--- src/aux_pwm_defs.svh ---
// register offsets, field positions, reset values and timing for the dual auxiliary pulse timer
//
// Overview of operation
// - two outputs, each 16-bit period and on-time
// - mode bit 8 set: independent periods
// - counter steps every two clocks
// - high time is twice on-time value
// - on-time above period gives full duty
// - offset mode: first period shared by both
// - second rise lags by second period setting plus one step
// - new on-time applies at next cycle
// - period write clears counters, restarts cycles
// - mode bit 8 clear after reset
// - period registers reset to all ones
// - on-time registers reset to zero
// - period accepts full 16-bit range
// - pin carries pulse only when select clear
`ifndef AUX_PWM_DEFS_SVH
`define AUX_PWM_DEFS_SVH

////////////////////////////////////////////////////////////////////////////////
// register word indices on the apb bus, byte address is four times the index
`define AUX_OFS_PERIOD_0 3'h0
`define AUX_OFS_PERIOD_1 3'h1
`define AUX_OFS_ONTIME_0 3'h2
`define AUX_OFS_ONTIME_1 3'h3
`define AUX_OFS_MODE 3'h4
`define AUX_OFS_PINSEL 3'h5
`define AUX_OFS_STATUS 3'h6
`define AUX_OFS_COUNT 3'h7

////////////////////////////////////////////////////////////////////////////////
// field positions
`define AUX_MODE_INDEP_BIT 8
`define AUX_PINSEL_FIRST_BIT 8
`define AUX_PINSEL_SECOND_BIT 7

////////////////////////////////////////////////////////////////////////////////
// reset values
`define AUX_PERIOD_RST 16'hFFFF
`define AUX_ONTIME_RST 16'h0000
`define AUX_MODE_RST 16'h0000
`define AUX_PINSEL_RST 16'hFFFF

////////////////////////////////////////////////////////////////////////////////
// timing: one count step per two system clocks
`define AUX_CLK_PER_STEP 2

`endif

--- src/aux_pwm_pkg.sv ---
// types shared by the dual auxiliary pulse timer
`default_nettype none

package aux_pwm_pkg;

  // one shared pin: level and drive enable
  typedef struct packed {
    logic out; // pin level
    logic oe;  // high while driven
  } pin_drive_s;

  // 16-bit register word
  typedef logic [15:0] word16_t;

  // operating mode of the pair
  typedef enum logic {
    MODE_OFFSET,
    MODE_INDEPENDENT
  } aux_mode_e;

endpackage : aux_pwm_pkg

`default_nettype wire

--- src/aux_pwm_channel.sv ---
// one auxiliary pulse channel: cycle counter, latched on-time and pulse output
`timescale 1ns/1ns
`default_nettype none

module aux_pwm_channel (
  input wire logic mclk,
  input wire logic nrst,
  input wire logic tick,
  input wire logic clear,
  input wire logic idle_on_clear,
  input wire logic start,
  input wire aux_pwm_pkg::word16_t period,
  input wire aux_pwm_pkg::word16_t ontime,
  output aux_pwm_pkg::word16_t count,
  output aux_pwm_pkg::word16_t on_eff,
  output logic running,
  output logic pulse
);
  import aux_pwm_pkg::*;

  word16_t count_r, count_nxt; // cycle position
  word16_t on_r, on_nxt;       // on-time in force this cycle
  logic run_r, run_nxt;        // counting, not waiting for start
  logic pulse_r, pulse_nxt;    // registered output

  ////////////////////////////////////////////////////////////////////////////
  // next state: clear beats start beats tick
  always_comb begin
    count_nxt = count_r;
    on_nxt = on_r;
    run_nxt = run_r;
    if (clear) begin
      // restart at zero, fresh on-time
      count_nxt = 16'h0000;
      on_nxt = ontime;
      run_nxt = ~idle_on_clear;
    end else if (start) begin
      // delayed start of a lagging channel
      count_nxt = 16'h0000;
      on_nxt = ontime;
      run_nxt = 1'b1;
    end else if (tick && run_r) begin
      if (count_r == period) begin
        // wrap: new cycle takes the stored on-time
        count_nxt = 16'h0000;
        on_nxt = ontime;
      end else begin
        count_nxt = count_r + 16'h0001;
      end
    end
    // high from cycle start while below on-time; above period never falls
    pulse_nxt = run_nxt && (count_nxt < on_nxt);
  end

  ////////////////////////////////////////////////////////////////////////////
  // state registers
  always_ff @(posedge mclk) begin
    if (!nrst) begin
      count_r <= 16'h0000;
      on_r <= 16'h0000;
      run_r <= 1'b1;
      pulse_r <= 1'b0;
    end else begin
      count_r <= count_nxt;
      on_r <= on_nxt;
      run_r <= run_nxt;
      pulse_r <= pulse_nxt;
    end
  end

  assign count = count_r;
  assign on_eff = on_r;
  assign running = run_r;
  assign pulse = pulse_r;

endmodule : aux_pwm_channel

`default_nettype wire

--- src/dual_aux_pwm_timer.sv ---
// dual auxiliary pulse timer: apb registers, mode control, two channels, pin muxing
//
// Our own choices: register access over APB and the register addresses.
`timescale 1ns/1ns
`default_nettype none
`include "aux_pwm_defs.svh"

module dual_aux_pwm_timer (
  input wire logic mclk,
  input wire logic nrst,
  input wire logic psel,
  input wire logic penable,
  input wire logic pwrite,
  input wire logic [11:0] paddr,
  input wire logic [31:0] pwdata,
  input wire logic [3:0] pstrb,
  output logic [31:0] prdata,
  output logic pready,
  output logic pslverr,
  input wire logic [1:0] gpio_out,
  input wire logic [1:0] gpio_oe,
  output aux_pwm_pkg::pin_drive_s pulse_out_first,
  output aux_pwm_pkg::pin_drive_s pulse_out_second
);
  import aux_pwm_pkg::*;

  ////////////////////////////////////////////////////////////////////////////
  // register storage
  word16_t period_r [0:1]; // cycle length per channel
  word16_t period_nxt [0:1];
  word16_t ontime_r [0:1]; // requested on-time per channel
  word16_t ontime_nxt [0:1];
  word16_t mode_control_reg_r, mode_control_reg_nxt; // mode bits
  word16_t pin_function_select_r, pin_function_select_nxt; // pin muxing

  // apb answer
  logic [31:0] prdata_r, prdata_nxt;
  logic pready_r, pready_nxt;
  logic pslverr_r, pslverr_nxt;

  // prescaler phase, tick on odd phase
  logic phase_r, phase_nxt;

  // pin drive
  pin_drive_s pin_first_r, pin_first_nxt;
  pin_drive_s pin_second_r, pin_second_nxt;

  // decode
  logic [2:0] reg_idx; // word index
  logic addr_hit; // address maps a register
  logic wr_en; // write commits this edge
  logic clear; // period write restarts cycles
  logic tick; // one count step
  aux_mode_e mode; // decoded mode

  // channel wiring
  word16_t ch_period [0:1];
  word16_t ch_count [0:1];
  word16_t ch_on [0:1];
  logic [1:0] ch_idle;
  logic [1:0] ch_start;
  logic [1:0] ch_run;
  logic [1:0] pwm;

  ////////////////////////////////////////////////////////////////////////////
  // address decode and commit strobe
  assign reg_idx = paddr[4:2];
  assign addr_hit = (paddr[11:5] == 7'h00) && (paddr[1:0] == 2'h0);
  assign wr_en = psel && penable && pready_r && pwrite && !pslverr_r;
  assign clear = wr_en && ((reg_idx == `AUX_OFS_PERIOD_0) || (reg_idx == `AUX_OFS_PERIOD_1));
  assign tick = phase_r;
  assign mode = mode_control_reg_r[`AUX_MODE_INDEP_BIT] ? MODE_INDEPENDENT : MODE_OFFSET;

  // byte-lane merge for 16-bit registers
  function automatic word16_t merge16(input word16_t old, input logic [31:0] data, input logic [3:0] strb);
    merge16 = old;
    if (strb[0]) merge16[7:0] = data[7:0];
    if (strb[1]) merge16[15:8] = data[15:8];
  endfunction : merge16

  ////////////////////////////////////////////////////////////////////////////
  // register file next values
  always_comb begin
    period_nxt = period_r;
    ontime_nxt = ontime_r;
    mode_control_reg_nxt = mode_control_reg_r;
    pin_function_select_nxt = pin_function_select_r;
    if (wr_en) begin
      case (reg_idx)
        // any 16-bit value is legal
        `AUX_OFS_PERIOD_0: period_nxt[0] = merge16(period_r[0], pwdata, pstrb);
        `AUX_OFS_PERIOD_1: period_nxt[1] = merge16(period_r[1], pwdata, pstrb);
        // stored now, applied at next cycle start
        `AUX_OFS_ONTIME_0: ontime_nxt[0] = merge16(ontime_r[0], pwdata, pstrb);
        `AUX_OFS_ONTIME_1: ontime_nxt[1] = merge16(ontime_r[1], pwdata, pstrb);
        `AUX_OFS_MODE: mode_control_reg_nxt = merge16(mode_control_reg_r, pwdata, pstrb);
        `AUX_OFS_PINSEL: pin_function_select_nxt = merge16(pin_function_select_r, pwdata, pstrb);
        default: begin
          // status and count are read only
        end
      endcase
    end
  end

  // register file flops
  always_ff @(posedge mclk) begin
    if (!nrst) begin
      period_r[0] <= `AUX_PERIOD_RST;
      period_r[1] <= `AUX_PERIOD_RST;
      ontime_r[0] <= `AUX_ONTIME_RST;
      ontime_r[1] <= `AUX_ONTIME_RST;
      mode_control_reg_r <= `AUX_MODE_RST;
      pin_function_select_r <= `AUX_PINSEL_RST;
    end else begin
      period_r <= period_nxt;
      ontime_r <= ontime_nxt;
      mode_control_reg_r <= mode_control_reg_nxt;
      pin_function_select_r <= pin_function_select_nxt;
    end
  end

  ////////////////////////////////////////////////////////////////////////////
  // apb answer: ready in the first access cycle, data captured at setup
  always_comb begin
    pready_nxt = psel && !penable;
    pslverr_nxt = psel && !penable && !addr_hit;
    prdata_nxt = 32'h0000_0000;
    if (psel && !penable && addr_hit && !pwrite) begin
      case (reg_idx)
        `AUX_OFS_PERIOD_0: prdata_nxt = {16'h0000, period_r[0]};
        `AUX_OFS_PERIOD_1: prdata_nxt = {16'h0000, period_r[1]};
        `AUX_OFS_ONTIME_0: prdata_nxt = {16'h0000, ontime_r[0]};
        `AUX_OFS_ONTIME_1: prdata_nxt = {16'h0000, ontime_r[1]};
        `AUX_OFS_MODE: prdata_nxt = {16'h0000, mode_control_reg_r};
        `AUX_OFS_PINSEL: prdata_nxt = {16'h0000, pin_function_select_r};
        // live outputs and run state
        `AUX_OFS_STATUS: prdata_nxt = {29'h0000_0000, ch_run[1], pwm};
        // live counters
        `AUX_OFS_COUNT: prdata_nxt = {ch_count[1], ch_count[0]};
        default: prdata_nxt = 32'h0000_0000;
      endcase
    end
  end

  // apb answer flops
  always_ff @(posedge mclk) begin
    if (!nrst) begin
      pready_r <= 1'b0;
      pslverr_r <= 1'b0;
      prdata_r <= 32'h0000_0000;
    end else begin
      pready_r <= pready_nxt;
      pslverr_r <= pslverr_nxt;
      prdata_r <= prdata_nxt;
    end
  end

  assign prdata = prdata_r;
  assign pready = pready_r;
  assign pslverr = pslverr_r;

  ////////////////////////////////////////////////////////////////////////////
  // prescaler: one step every two clocks, realigned on restart
  always_comb begin
    phase_nxt = clear ? 1'b0 : !phase_r;
  end

  // prescaler flop
  always_ff @(posedge mclk) begin
    if (!nrst) begin
      phase_r <= 1'b0;
    end else begin
      phase_r <= phase_nxt;
    end
  end

  ////////////////////////////////////////////////////////////////////////////
  // channel control: second channel shares first period in offset mode
  always_comb begin
    ch_period[0] = period_r[0];
    ch_idle[0] = 1'b0;
    ch_start[0] = 1'b0;
    if (mode == MODE_INDEPENDENT) begin
      ch_period[1] = period_r[1];
      ch_idle[1] = 1'b0;
      ch_start[1] = 1'b0;
    end else begin
      ch_period[1] = period_r[0];
      ch_idle[1] = 1'b1;
      // lag point reached; relies on second period below first
      ch_start[1] = tick && (ch_count[0] == period_r[1]) && !clear;
    end
  end

  // both channels from one template
  genvar gi;
  generate
    for (gi = 0; gi < 2; gi++) begin : g_ch
      aux_pwm_channel u_ch (
        .mclk(mclk),
        .nrst(nrst),
        .tick(tick),
        .clear(clear),
        .idle_on_clear(ch_idle[gi]),
        .start(ch_start[gi]),
        .period(ch_period[gi]),
        .ontime(ontime_r[gi]),
        .count(ch_count[gi]),
        .on_eff(ch_on[gi]),
        .running(ch_run[gi]),
        .pulse(pwm[gi])
      );
    end
  endgenerate

  ////////////////////////////////////////////////////////////////////////////
  // pin muxing: select bit set hands the pin to general i/o
  always_comb begin
    if (pin_function_select_r[`AUX_PINSEL_FIRST_BIT]) begin
      pin_first_nxt.out = gpio_out[0];
      pin_first_nxt.oe = gpio_oe[0];
    end else begin
      pin_first_nxt.out = pwm[0];
      pin_first_nxt.oe = 1'b1;
    end
    if (pin_function_select_r[`AUX_PINSEL_SECOND_BIT]) begin
      pin_second_nxt.out = gpio_out[1];
      pin_second_nxt.oe = gpio_oe[1];
    end else begin
      pin_second_nxt.out = pwm[1];
      pin_second_nxt.oe = 1'b1;
    end
  end

  // pin flops
  always_ff @(posedge mclk) begin
    if (!nrst) begin
      pin_first_r <= '0;
      pin_second_r <= '0;
    end else begin
      pin_first_r <= pin_first_nxt;
      pin_second_r <= pin_second_nxt;
    end
  end

  assign pulse_out_first = pin_first_r;
  assign pulse_out_second = pin_second_r;

  ////////////////////////////////////////////////////////////////////////////
  // checks
  a_reset_values: assert property (@(posedge mclk)
    $past(!nrst) && nrst |-> period_r[0] == 16'hFFFF && period_r[1] == 16'hFFFF && ontime_r[0] == 16'h0000
      && ontime_r[1] == 16'h0000 && !mode_control_reg_r[8])
    else $error("reset values wrong");

  a_tick_every_two: assert property (@(posedge mclk) disable iff (!nrst)
    tick && !clear |=> !tick ##1 (tick || $past(clear)))
    else $error("step not every two clocks");

  a_count_wrap: assert property (@(posedge mclk) disable iff (!nrst)
    tick && !clear && ch_count[0] == period_r[0] |=> ch_count[0] == 16'h0000)
    else $error("first counter did not wrap at period");

  a_clear_counts: assert property (@(posedge mclk) disable iff (!nrst)
    clear |=> ch_count[0] == 16'h0000 && ch_count[1] == 16'h0000 && !tick)
    else $error("period write did not clear counters");

  a_zero_duty: assert property (@(posedge mclk) disable iff (!nrst)
    ch_on[0] == 16'h0000 |-> !pwm[0])
    else $error("zero on-time produced a pulse");

  a_second_zero: assert property (@(posedge mclk) disable iff (!nrst)
    ch_on[1] == 16'h0000 |-> !pwm[1])
    else $error("zero on-time produced a second pulse");

  a_full_duty: assert property (@(posedge mclk) disable iff (!nrst)
    ch_on[0] > period_r[0] && ch_count[0] <= period_r[0] |-> pwm[0])
    else $error("on-time above period not full duty");

  a_high_time: assert property (@(posedge mclk) disable iff (!nrst)
    $rose(pwm[0]) && ch_on[0] == 16'h0001 && period_r[0] != 16'h0000 ##1 !clear |-> pwm[0] ##1 !pwm[0])
    else $error("one-step on-time not two clocks high");

  a_rise_at_start: assert property (@(posedge mclk) disable iff (!nrst)
    $rose(pwm[0]) |-> ch_count[0] == 16'h0000)
    else $error("first output rose mid-cycle");

  a_ontime_hold: assert property (@(posedge mclk) disable iff (!nrst)
    !clear && !(tick && ch_count[0] == period_r[0]) |=> $stable(ch_on[0]))
    else $error("on-time changed mid-cycle");

  a_offset_lag: assert property (@(posedge mclk) disable iff (!nrst)
    mode == MODE_OFFSET && tick && !clear && ch_count[0] == period_r[1] && period_r[1] < period_r[0]
      |=> ch_count[1] == 16'h0000 && ch_run[1])
    else $error("second output not started at offset point");

  a_indep_wrap: assert property (@(posedge mclk) disable iff (!nrst)
    mode == MODE_INDEPENDENT && $stable(mode) && tick && !clear && ch_run[1] && ch_count[1] == period_r[1]
      |=> ch_count[1] == 16'h0000)
    else $error("second counter ignored own period");

  a_pin_follow: assert property (@(posedge mclk) disable iff (!nrst)
    !pin_function_select_r[8] |=> pulse_out_first.out == $past(pwm[0]) && pulse_out_first.oe)
    else $error("first pin not carrying pulse");

endmodule : dual_aux_pwm_timer

`default_nettype wire

--- config.mk ---
export PLATFORM = sky130hd
export DESIGN_NAME = dual_aux_pwm_timer
export DESIGN_NICKNAME = d
export VERILOG_FILES = /design/src/aux_pwm_pkg.sv /design/src/aux_pwm_channel.sv /design/src/dual_aux_pwm_timer.sv
export VERILOG_INCLUDE_DIRS = /design/src
export SDC_FILE = /design/constraint.sdc
export NUM_CORES = 1
export LEC_CHECK = 0
export BUFFER_PORTS_ARGS = -buffer_cell sky130_fd_sc_hd__buf_2
export CELL_PAD_IN_SITES_DETAIL_PLACEMENT = 0
export CELL_PAD_IN_SITES_GLOBAL_PLACEMENT = 2
export CORE_MARGIN = 2
export CORE_UTILIZATION = 36
export CTS_CLUSTER_DIAMETER = 150
export DETAILED_ROUTE_END_ITERATION = 7
export PLACE_DENSITY_LB_ADDON = 0.3
export SYNTH_ARGS = -nofsm -noshare
export SYNTH_HDL_FRONTEND = slang
export SYNTH_SLANG_ARGS = --single-unit
--- constraint.sdc ---
create_clock -name mclk -period 3.54 [get_ports mclk]
set_input_delay 0.531 -clock mclk [delete_from_list [all_inputs] [get_ports mclk]]
set_output_delay 0.531 -clock mclk [all_outputs]
set_load 0.01 [all_outputs]
**Word level (Yosys, flattened, before mapping)**

Cells that the tools add are included.

- Add/subtract/negate cells: 2
- Multiply operators: 0
- Divide/modulo/power cells: 0
- Order comparisons: 2
- Equal/unequal tests: 10
- Shifts and indexed selects: 0
- Muxes and demuxes: 23
- Bitwise logic cells: 1
- Reduce and logical (&&, ||, !) cells: 40

Operator list:

| operator | count |
|---|---|
| $pmux 32 s8 | 1 |
| $mux 16 | 15 |
| $eq 16x16->1 | 3 |
| $reduce_and 3->1 | 12 |
| $add 16x1->16 const B | 2 |
| $lt 16x16->1 | 2 |
| $logic_and 1x1->1 | 16 |
| $eq 3x3->1 const B | 4 |
| $logic_not 7->1 | 1 |
| $eq 3x2->1 const B | 2 |
| $logic_not 1->1 | 6 |
| $mux 1 | 5 |
| $mux 2 | 2 |
| $eq 3x1->1 const B | 1 |
| $logic_not 3->1 | 1 |
| $logic_not 2->1 | 1 |
| $reduce_and 2->1 | 1 |
| $reduce_or 2->1 | 1 |
| $logic_or 1x1->1 | 1 |
| $not 1->1 | 1 |

- Flip-flop bits (word level): 203
- Latch bits: 0
- Memory bits (writable): 0
- Bits in read-only memories: 0
- Output and inout bits: 38
- Memories: 0

**Longest topological paths before layout**

- Depth in word-level cells: 12
- Depth in mapped cells: 16
- Gate-level depth less buffers: 13

**Hierarchy**

Synthesis repeated with hierarchy kept, for this count alone.

- Cells, all modules: 1043
- Area total of the unflattened synthesis: 9925.8 um2

Modules (own cells, without submodules):

| module | instances | cells each | area each (um2) | sequential area each (um2) |
|---|---|---|---|---|
| dual_aux_pwm_timer | 1 | 615 | 5941.9 | 2702.6 |
| aux_pwm_channel | 2 | 214 | 1991.9 | 680.7 |

**Worst setup path before layout**

OpenSTA, ideal clock, no wires.

- Path type: flip-flop to flip-flop
- Start: register mode_control_reg_r[8]
- End: register g_ch[1].u_ch.pulse_r
- Setup time: 0.091 ns
- Arrival: 3.010 ns
- Slack: 0.440 ns
- Cell stages (with the launch flop): 16
- Path through: dfxtp_1 -> buf_4 -> mux2i_1 -> mux2_1 -> nor4_2 -> nand4_2 -> nand2_1 -> buf_2 -> nor2_1 -> ha_1 -> a21o_1 -> a21oi_1 -> o22ai_1 -> o21ai_0 -> o2111ai_1 -> a311oi_1

- Word-level cells in the longest chain between the ends: 9
- Elaborated cells on any way between the ends: 16

RTL lines:

| item | line | RTL |
|---|---|---|
| from (decl) | dual_aux_pwm_timer.sv:33 | `word16_t mode_control_reg_r, mode_control_reg_nxt;` |
| from (signal assigned) | dual_aux_pwm_timer.sv:112 | `` mode_control_reg_r <= `AUX_MODE_RST; `` |
| from (signal assigned) | dual_aux_pwm_timer.sv:117 | `mode_control_reg_r <= mode_control_reg_nxt;` |
| $mux 1 * | dual_aux_pwm_timer.sv:72 | `` assign mode = mode_control_reg_r[`AUX_MODE_INDEP_BIT] ? MODE_INDEPENDENT : MODE_OFFSET; `` |
| $mux 16 | dual_aux_pwm_timer.sv:183 | `if (mode == MODE_INDEPENDENT) begin` |
| $eq 16x16->1 | aux_pwm_channel.sv:43 | `if (count_r == period) begin` |
| $mux 16 | aux_pwm_channel.sv:43 |  |
| $mux 16 | aux_pwm_channel.sv:42 | `end else if (tick && run_r) begin` |
| $mux 16 * | aux_pwm_channel.sv:37 | `end else if (start) begin` |
| $mux 16 * | aux_pwm_channel.sv:32 | `if (clear) begin` |
| via g_ch[1].u_ch.count_nxt[2] | aux_pwm_channel.sv:21 | `word16_t count_r, count_nxt;` |
| $lt 16x16->1 * | aux_pwm_channel.sv:52 | `pulse_nxt = run_nxt && (count_nxt < on_nxt);` |
| $logic_and 1x1->1 * | aux_pwm_channel.sv:52 |  |
| to (signal assigned) | aux_pwm_channel.sv:67 | `pulse_r <= pulse_nxt;` |
| to (decl) | aux_pwm_channel.sv:24 | `logic pulse_r, pulse_nxt;` |

Mark *: on every way through the listed nets, which the timed path passes. The rest lies on a longest branch.
A chain may end at the register's enable or synchronous reset.

**Final worst setup path**

- Start: register period_r[3] (netlist bit)
- End: register g_ch[1].u_ch.pulse_r

- Word-level cells in the longest chain between the ends: 8
- Elaborated cells on any way between the ends: 18

RTL lines:

| item | line | RTL |
|---|---|---|
| from (decl) | dual_aux_pwm_timer.sv:29 | `word16_t period_r [0:1];` |
| from (signal assigned) | dual_aux_pwm_timer.sv:115 | `period_r <= period_nxt;` |
| $mux 16 or $eq 16x16->1 (tied branches) | dual_aux_pwm_timer.sv:183, dual_aux_pwm_timer.sv:191 |  |
| $eq 16x16->1 or $logic_and 1x1->1 (tied branches) | aux_pwm_channel.sv:43, dual_aux_pwm_timer.sv:191 |  |
| $mux 16 or $logic_and 1x1->1 (tied branches) | aux_pwm_channel.sv:43, dual_aux_pwm_timer.sv:191 |  |
| $mux 16 or $mux 1 (tied branches) | aux_pwm_channel.sv:42, dual_aux_pwm_timer.sv:183 |  |
| $mux 16 | aux_pwm_channel.sv:37 |  |
| $mux 16 | aux_pwm_channel.sv:32 |  |
| $lt 16x16->1 | aux_pwm_channel.sv:52 |  |
| $logic_and 1x1->1 * | aux_pwm_channel.sv:52 |  |

Mark *: on every way between the ends. The rest lies on a longest branch, timed or not.

==> impl_metrics.py <==
metrics = {
    "outcome": {
        "status": "complete, no violations",
    },
    "synthesis": {
        "synth_top_cell_by_area": "dfxtp_1",
        "ys_async_sr_fraction": 0,
        "synthTopCellsByCount": "dfxtp_1 (203), nand2_1 (140), nor2_1 (122)",
        "netlist_top_cells_area": "dfxtp_1 (42%), mux2i_1 (7.9%), nand2_1 (5.4%), nand3_1 (5.3%), nor2_1 (4.7%)",
        "synth_seq_area_share": 0.417,
        "synth.top_cell.area_share": 0.417,
        "synth-main-ff-cell": "dfxtp_1",
        "syn_area_per_cell_um2": 8.61,
        "yosysWarnings": 0,
        "synth_most_common_cell": "dfxtp_1",
        "syn_nets": 1221,
        "synth-seq-cells": 203,
        "synth_enable_flop_cells": 0,
        "syn_area_um2": 9740,
        "ys_types": 51,
        "syn_inst": 1132,
    },
    "detailed_routing": {
        "drtAntennaViolNets": 0,
        "first_iter_violations": 607,
        "first_pass_iters": 5,
        "drc_errors": 0,
        "avgViaCountPerCell": 5.25,
        "wl_per_cell_um": 19.8,
        "vias": 8314,
        "wirelength_mm": 31.4,
    },
    "finish": {
        "syn_to_final_growth_pct": 18.8,
        "num-fill-cells": 2693,
        "nNetsFinal": 1319,
        "fin_area_um2": 11600,
        "layout-drive-gt1-share": 0.168,
        "num_antenna_cells": 0,
    },
    "placement": {
        "placed_area_um2": 10800,
        "place.gp.congestion": 0.894,
        "portBuffers": 76,
        "dpl_worst_slack_ps": 111,
        "place_hpwl_mm": 23.0,
    },
    "clocking": {
        "cts-htree-levels": 1,
        "cts.sink_count": 203,
        "cts-root-buf": "clkbuf_16",
        "worstSkewPairLatency_ps": 520,
        "cts_tree": "built",
        "numCtsBuffers": 25,
        "clkTransAtPathRegs_ps": 60,
        "clockBufferDepth": 3,
    },
    "worst_setup_path": {
        "end_kind": "flop",
        "path_class": "flop to flop",
        "critPathMostFrequentCell": "a21o_1",
        "crit_start": "period_r[3]",
        "critPathMaxFanout": 10,
        "r2r_cells": 14,
        "start_kind": "flop",
        "cp_data_arrival_time_ps": 3800,
        "r2r_start": "period_r[3]",
        "cp_slowest_cell": "nor4_2",
        "path_cells": "xnor2_1, nand4_1, nor4_2, a21o_1, buf_4, buf_4, o21ai_1, and2_1, ha_1, a21o_1, a21o_1, a21oi_1, o2111ai_1, a311oi_1",
        "crit_required_ps": 3970,
        "max_stage_delay_ps": 370,
        "cp-endpoint": "g_ch[1].u_ch.pulse",
        "r2r_end": "g_ch[1].u_ch.pulse",
        "r2r_slack_ps": 170,
    },
    "grt": {
        "grt_pass1_vias": 8103,
        "grt_overflow": 0,
        "grt_util_met2": 0.362,
        "grtUsageTotal": 0.222,
        "use_met3": 0.0304,
        "grt_pass1_wl_mm": 48.5,
        "antenna_found_initial": 0,
        "grt_max_degree": 103,
        "grt_use_met1": 0.306,
        "top_usage_layer": "met2",
    },
    "power_and_ir_drop": {
        "p_total_w": 0.00498,
        "peakVddDrop_uv": 327,
        "p_leak_nw": 4.90,
        "power_density_nw_per_um2": 430,
    },
    "timing": {
        "finalCriticalPeriod_ps": 3370,
        "slew_violations": 0,
        "final_hold_viol_count": 0,
        "fin_hold_ws_ps": 252,
        "max_freq_ghz": 0.297,
        "tightest_slew_ps": 682,
        "maxSlewHeadroom": 0.544,
        "setup_viol": 0,
        "setup_slack_ps": 171,
        "fin_crit_sh": 0.952,
        "fin_worst_skew_ps": 11.2,
        "setup_tns_ps": 0,
        "rsz0062_at_grt": "true",
    },
    "floorplanning": {
        "num_rows": 60,
        "dieHeight_um": 169,
        "core-area_um2": 26700,
        "initial_core_util": 0.365,
        "dieArea_um2": 28400,
        "die_w_um": 169,
        "ios": 95,
    },
    "worst_hold_path": {
        "hp-class": "primary input to flop",
    },
    "run": {
        "cap_violations": 0,
    },
}
per-layer routing:
layer / wire [um] / vias to the layer above
li1: - / 4120
met1: 14700 / 3932
met2: 14300 / 208
met3: 1510 / 54
met4: 921 / 0
met5: 0 / -
registers in the layout, indices dropped and copies added, names as in the netlist, 2 cells and up:
name                   cells
ch_period                 16
g_ch.u_ch.count           32
g_ch.u_ch.on_eff          32
g_ch.u_ch.pulse            2
g_ch.u_ch.running          2
mode_control_reg_r        16
ontime_r                  32
period_r                  16
pin_function_select_r     16
prdata                    32
pulse_out_first            2
pulse_out_second           2
area by class of cell:
class	count	area (um2)	share of cell area
Clock inverter	3	42.5	0.00368
Timing Repair Buffer	144	928	0.0802
Clock buffer	37	711	0.0614
Multi-Input combinational cell	845	5350	0.463
Tap cell	341	427	0.0369
Sequential cell	203	4070	0.351
Inverter	11	42.5	0.00368
power by group:
group          total, W  leakage (nW)  internal, W  switching (W)
Sequential      0.00231          1.64      0.00230      0.0000146
Clock           0.00241         0.364      0.00144       0.000968
Combinational  0.000261          2.90    0.0000932       0.000168
cells by family (layout without fill, tap and decap cells):
kind of cell    count (synthesis)  in the layout  share of synthesized area
fa+ha+maj                      32             32                     0.0411
mux                            93             93                      0.105
flops                         203            203                      0.417
compound gates                152            152                     0.0950
buf+inv                        84            195                     0.0354
simple gates                  491            491                      0.237
xor+xnor                       77             77                     0.0692
through the flow:
step,utilization,instances
floorplan,-,1132
global placement,0.404,1544
detailed placement,0.404,1544
CTS,0.433,1584
global route,0.433,1584
finish,0.433,1584
cell usage in the layout (no fill, tap or decap), types with 21 or more instances in the layout:
cell type | netlist | final
a21oi_1 | 66 | 66
and2_1 | 37 | 37
buf_2 | 12 | 76
buf_4 | 4 | 65
clkbuf_16 | 0 | 25
dfxtp_1 | 203 | 201
ha_1 | 32 | 32
mux2i_1 | 77 | 77
nand2_1 | 140 | 140
nand3_1 | 103 | 103
nor2_1 | 122 | 122
nor3_1 | 25 | 25
o21ai_0 | 21 | 21
xnor2_1 | 38 | 38
xor2_1 | 39 | 39
worst min-delay path by stage:
stage / endpoint / startpoint / slack (ps) / cells after the start
after floorplan: pin_function_select_r[0] / pin_function_select_r[0] / 440 / 2
after global placement: pin_function_select_r[2] / pin_function_select_r[2] / 450 / 2
after detailed placement: pin_function_select_r[2] / pin_function_select_r[2] / 460 / 2
after CTS: pulse_out_first[0] / gpio_oe[0] / 230 / 3
after global routing: pulse_out_second[0] / gpio_oe[1] / 260 / 3
final: pulse_out_second[0] / gpio_oe[1] / 250 / 3
timing repair:
action | in CTS | in global routing
hold buffers | 0 | 0
buffers inserted | 0 | 0
gates resized for setup | 0 | 4
endpoints found under the setup margin | 0 | 2
worst max-delay path: cells and delay by family (launching register included):
kind	cells	cell delay (ps)
buffers and inverters	2	330
adders and majority gates	1	310
AOI/OAI and AO/OA	7	1260
and+or+nand+nor	3	710
xor gates and xnor gates	1	310
DFF	1	360
Power figures use the tool's default switching activity.
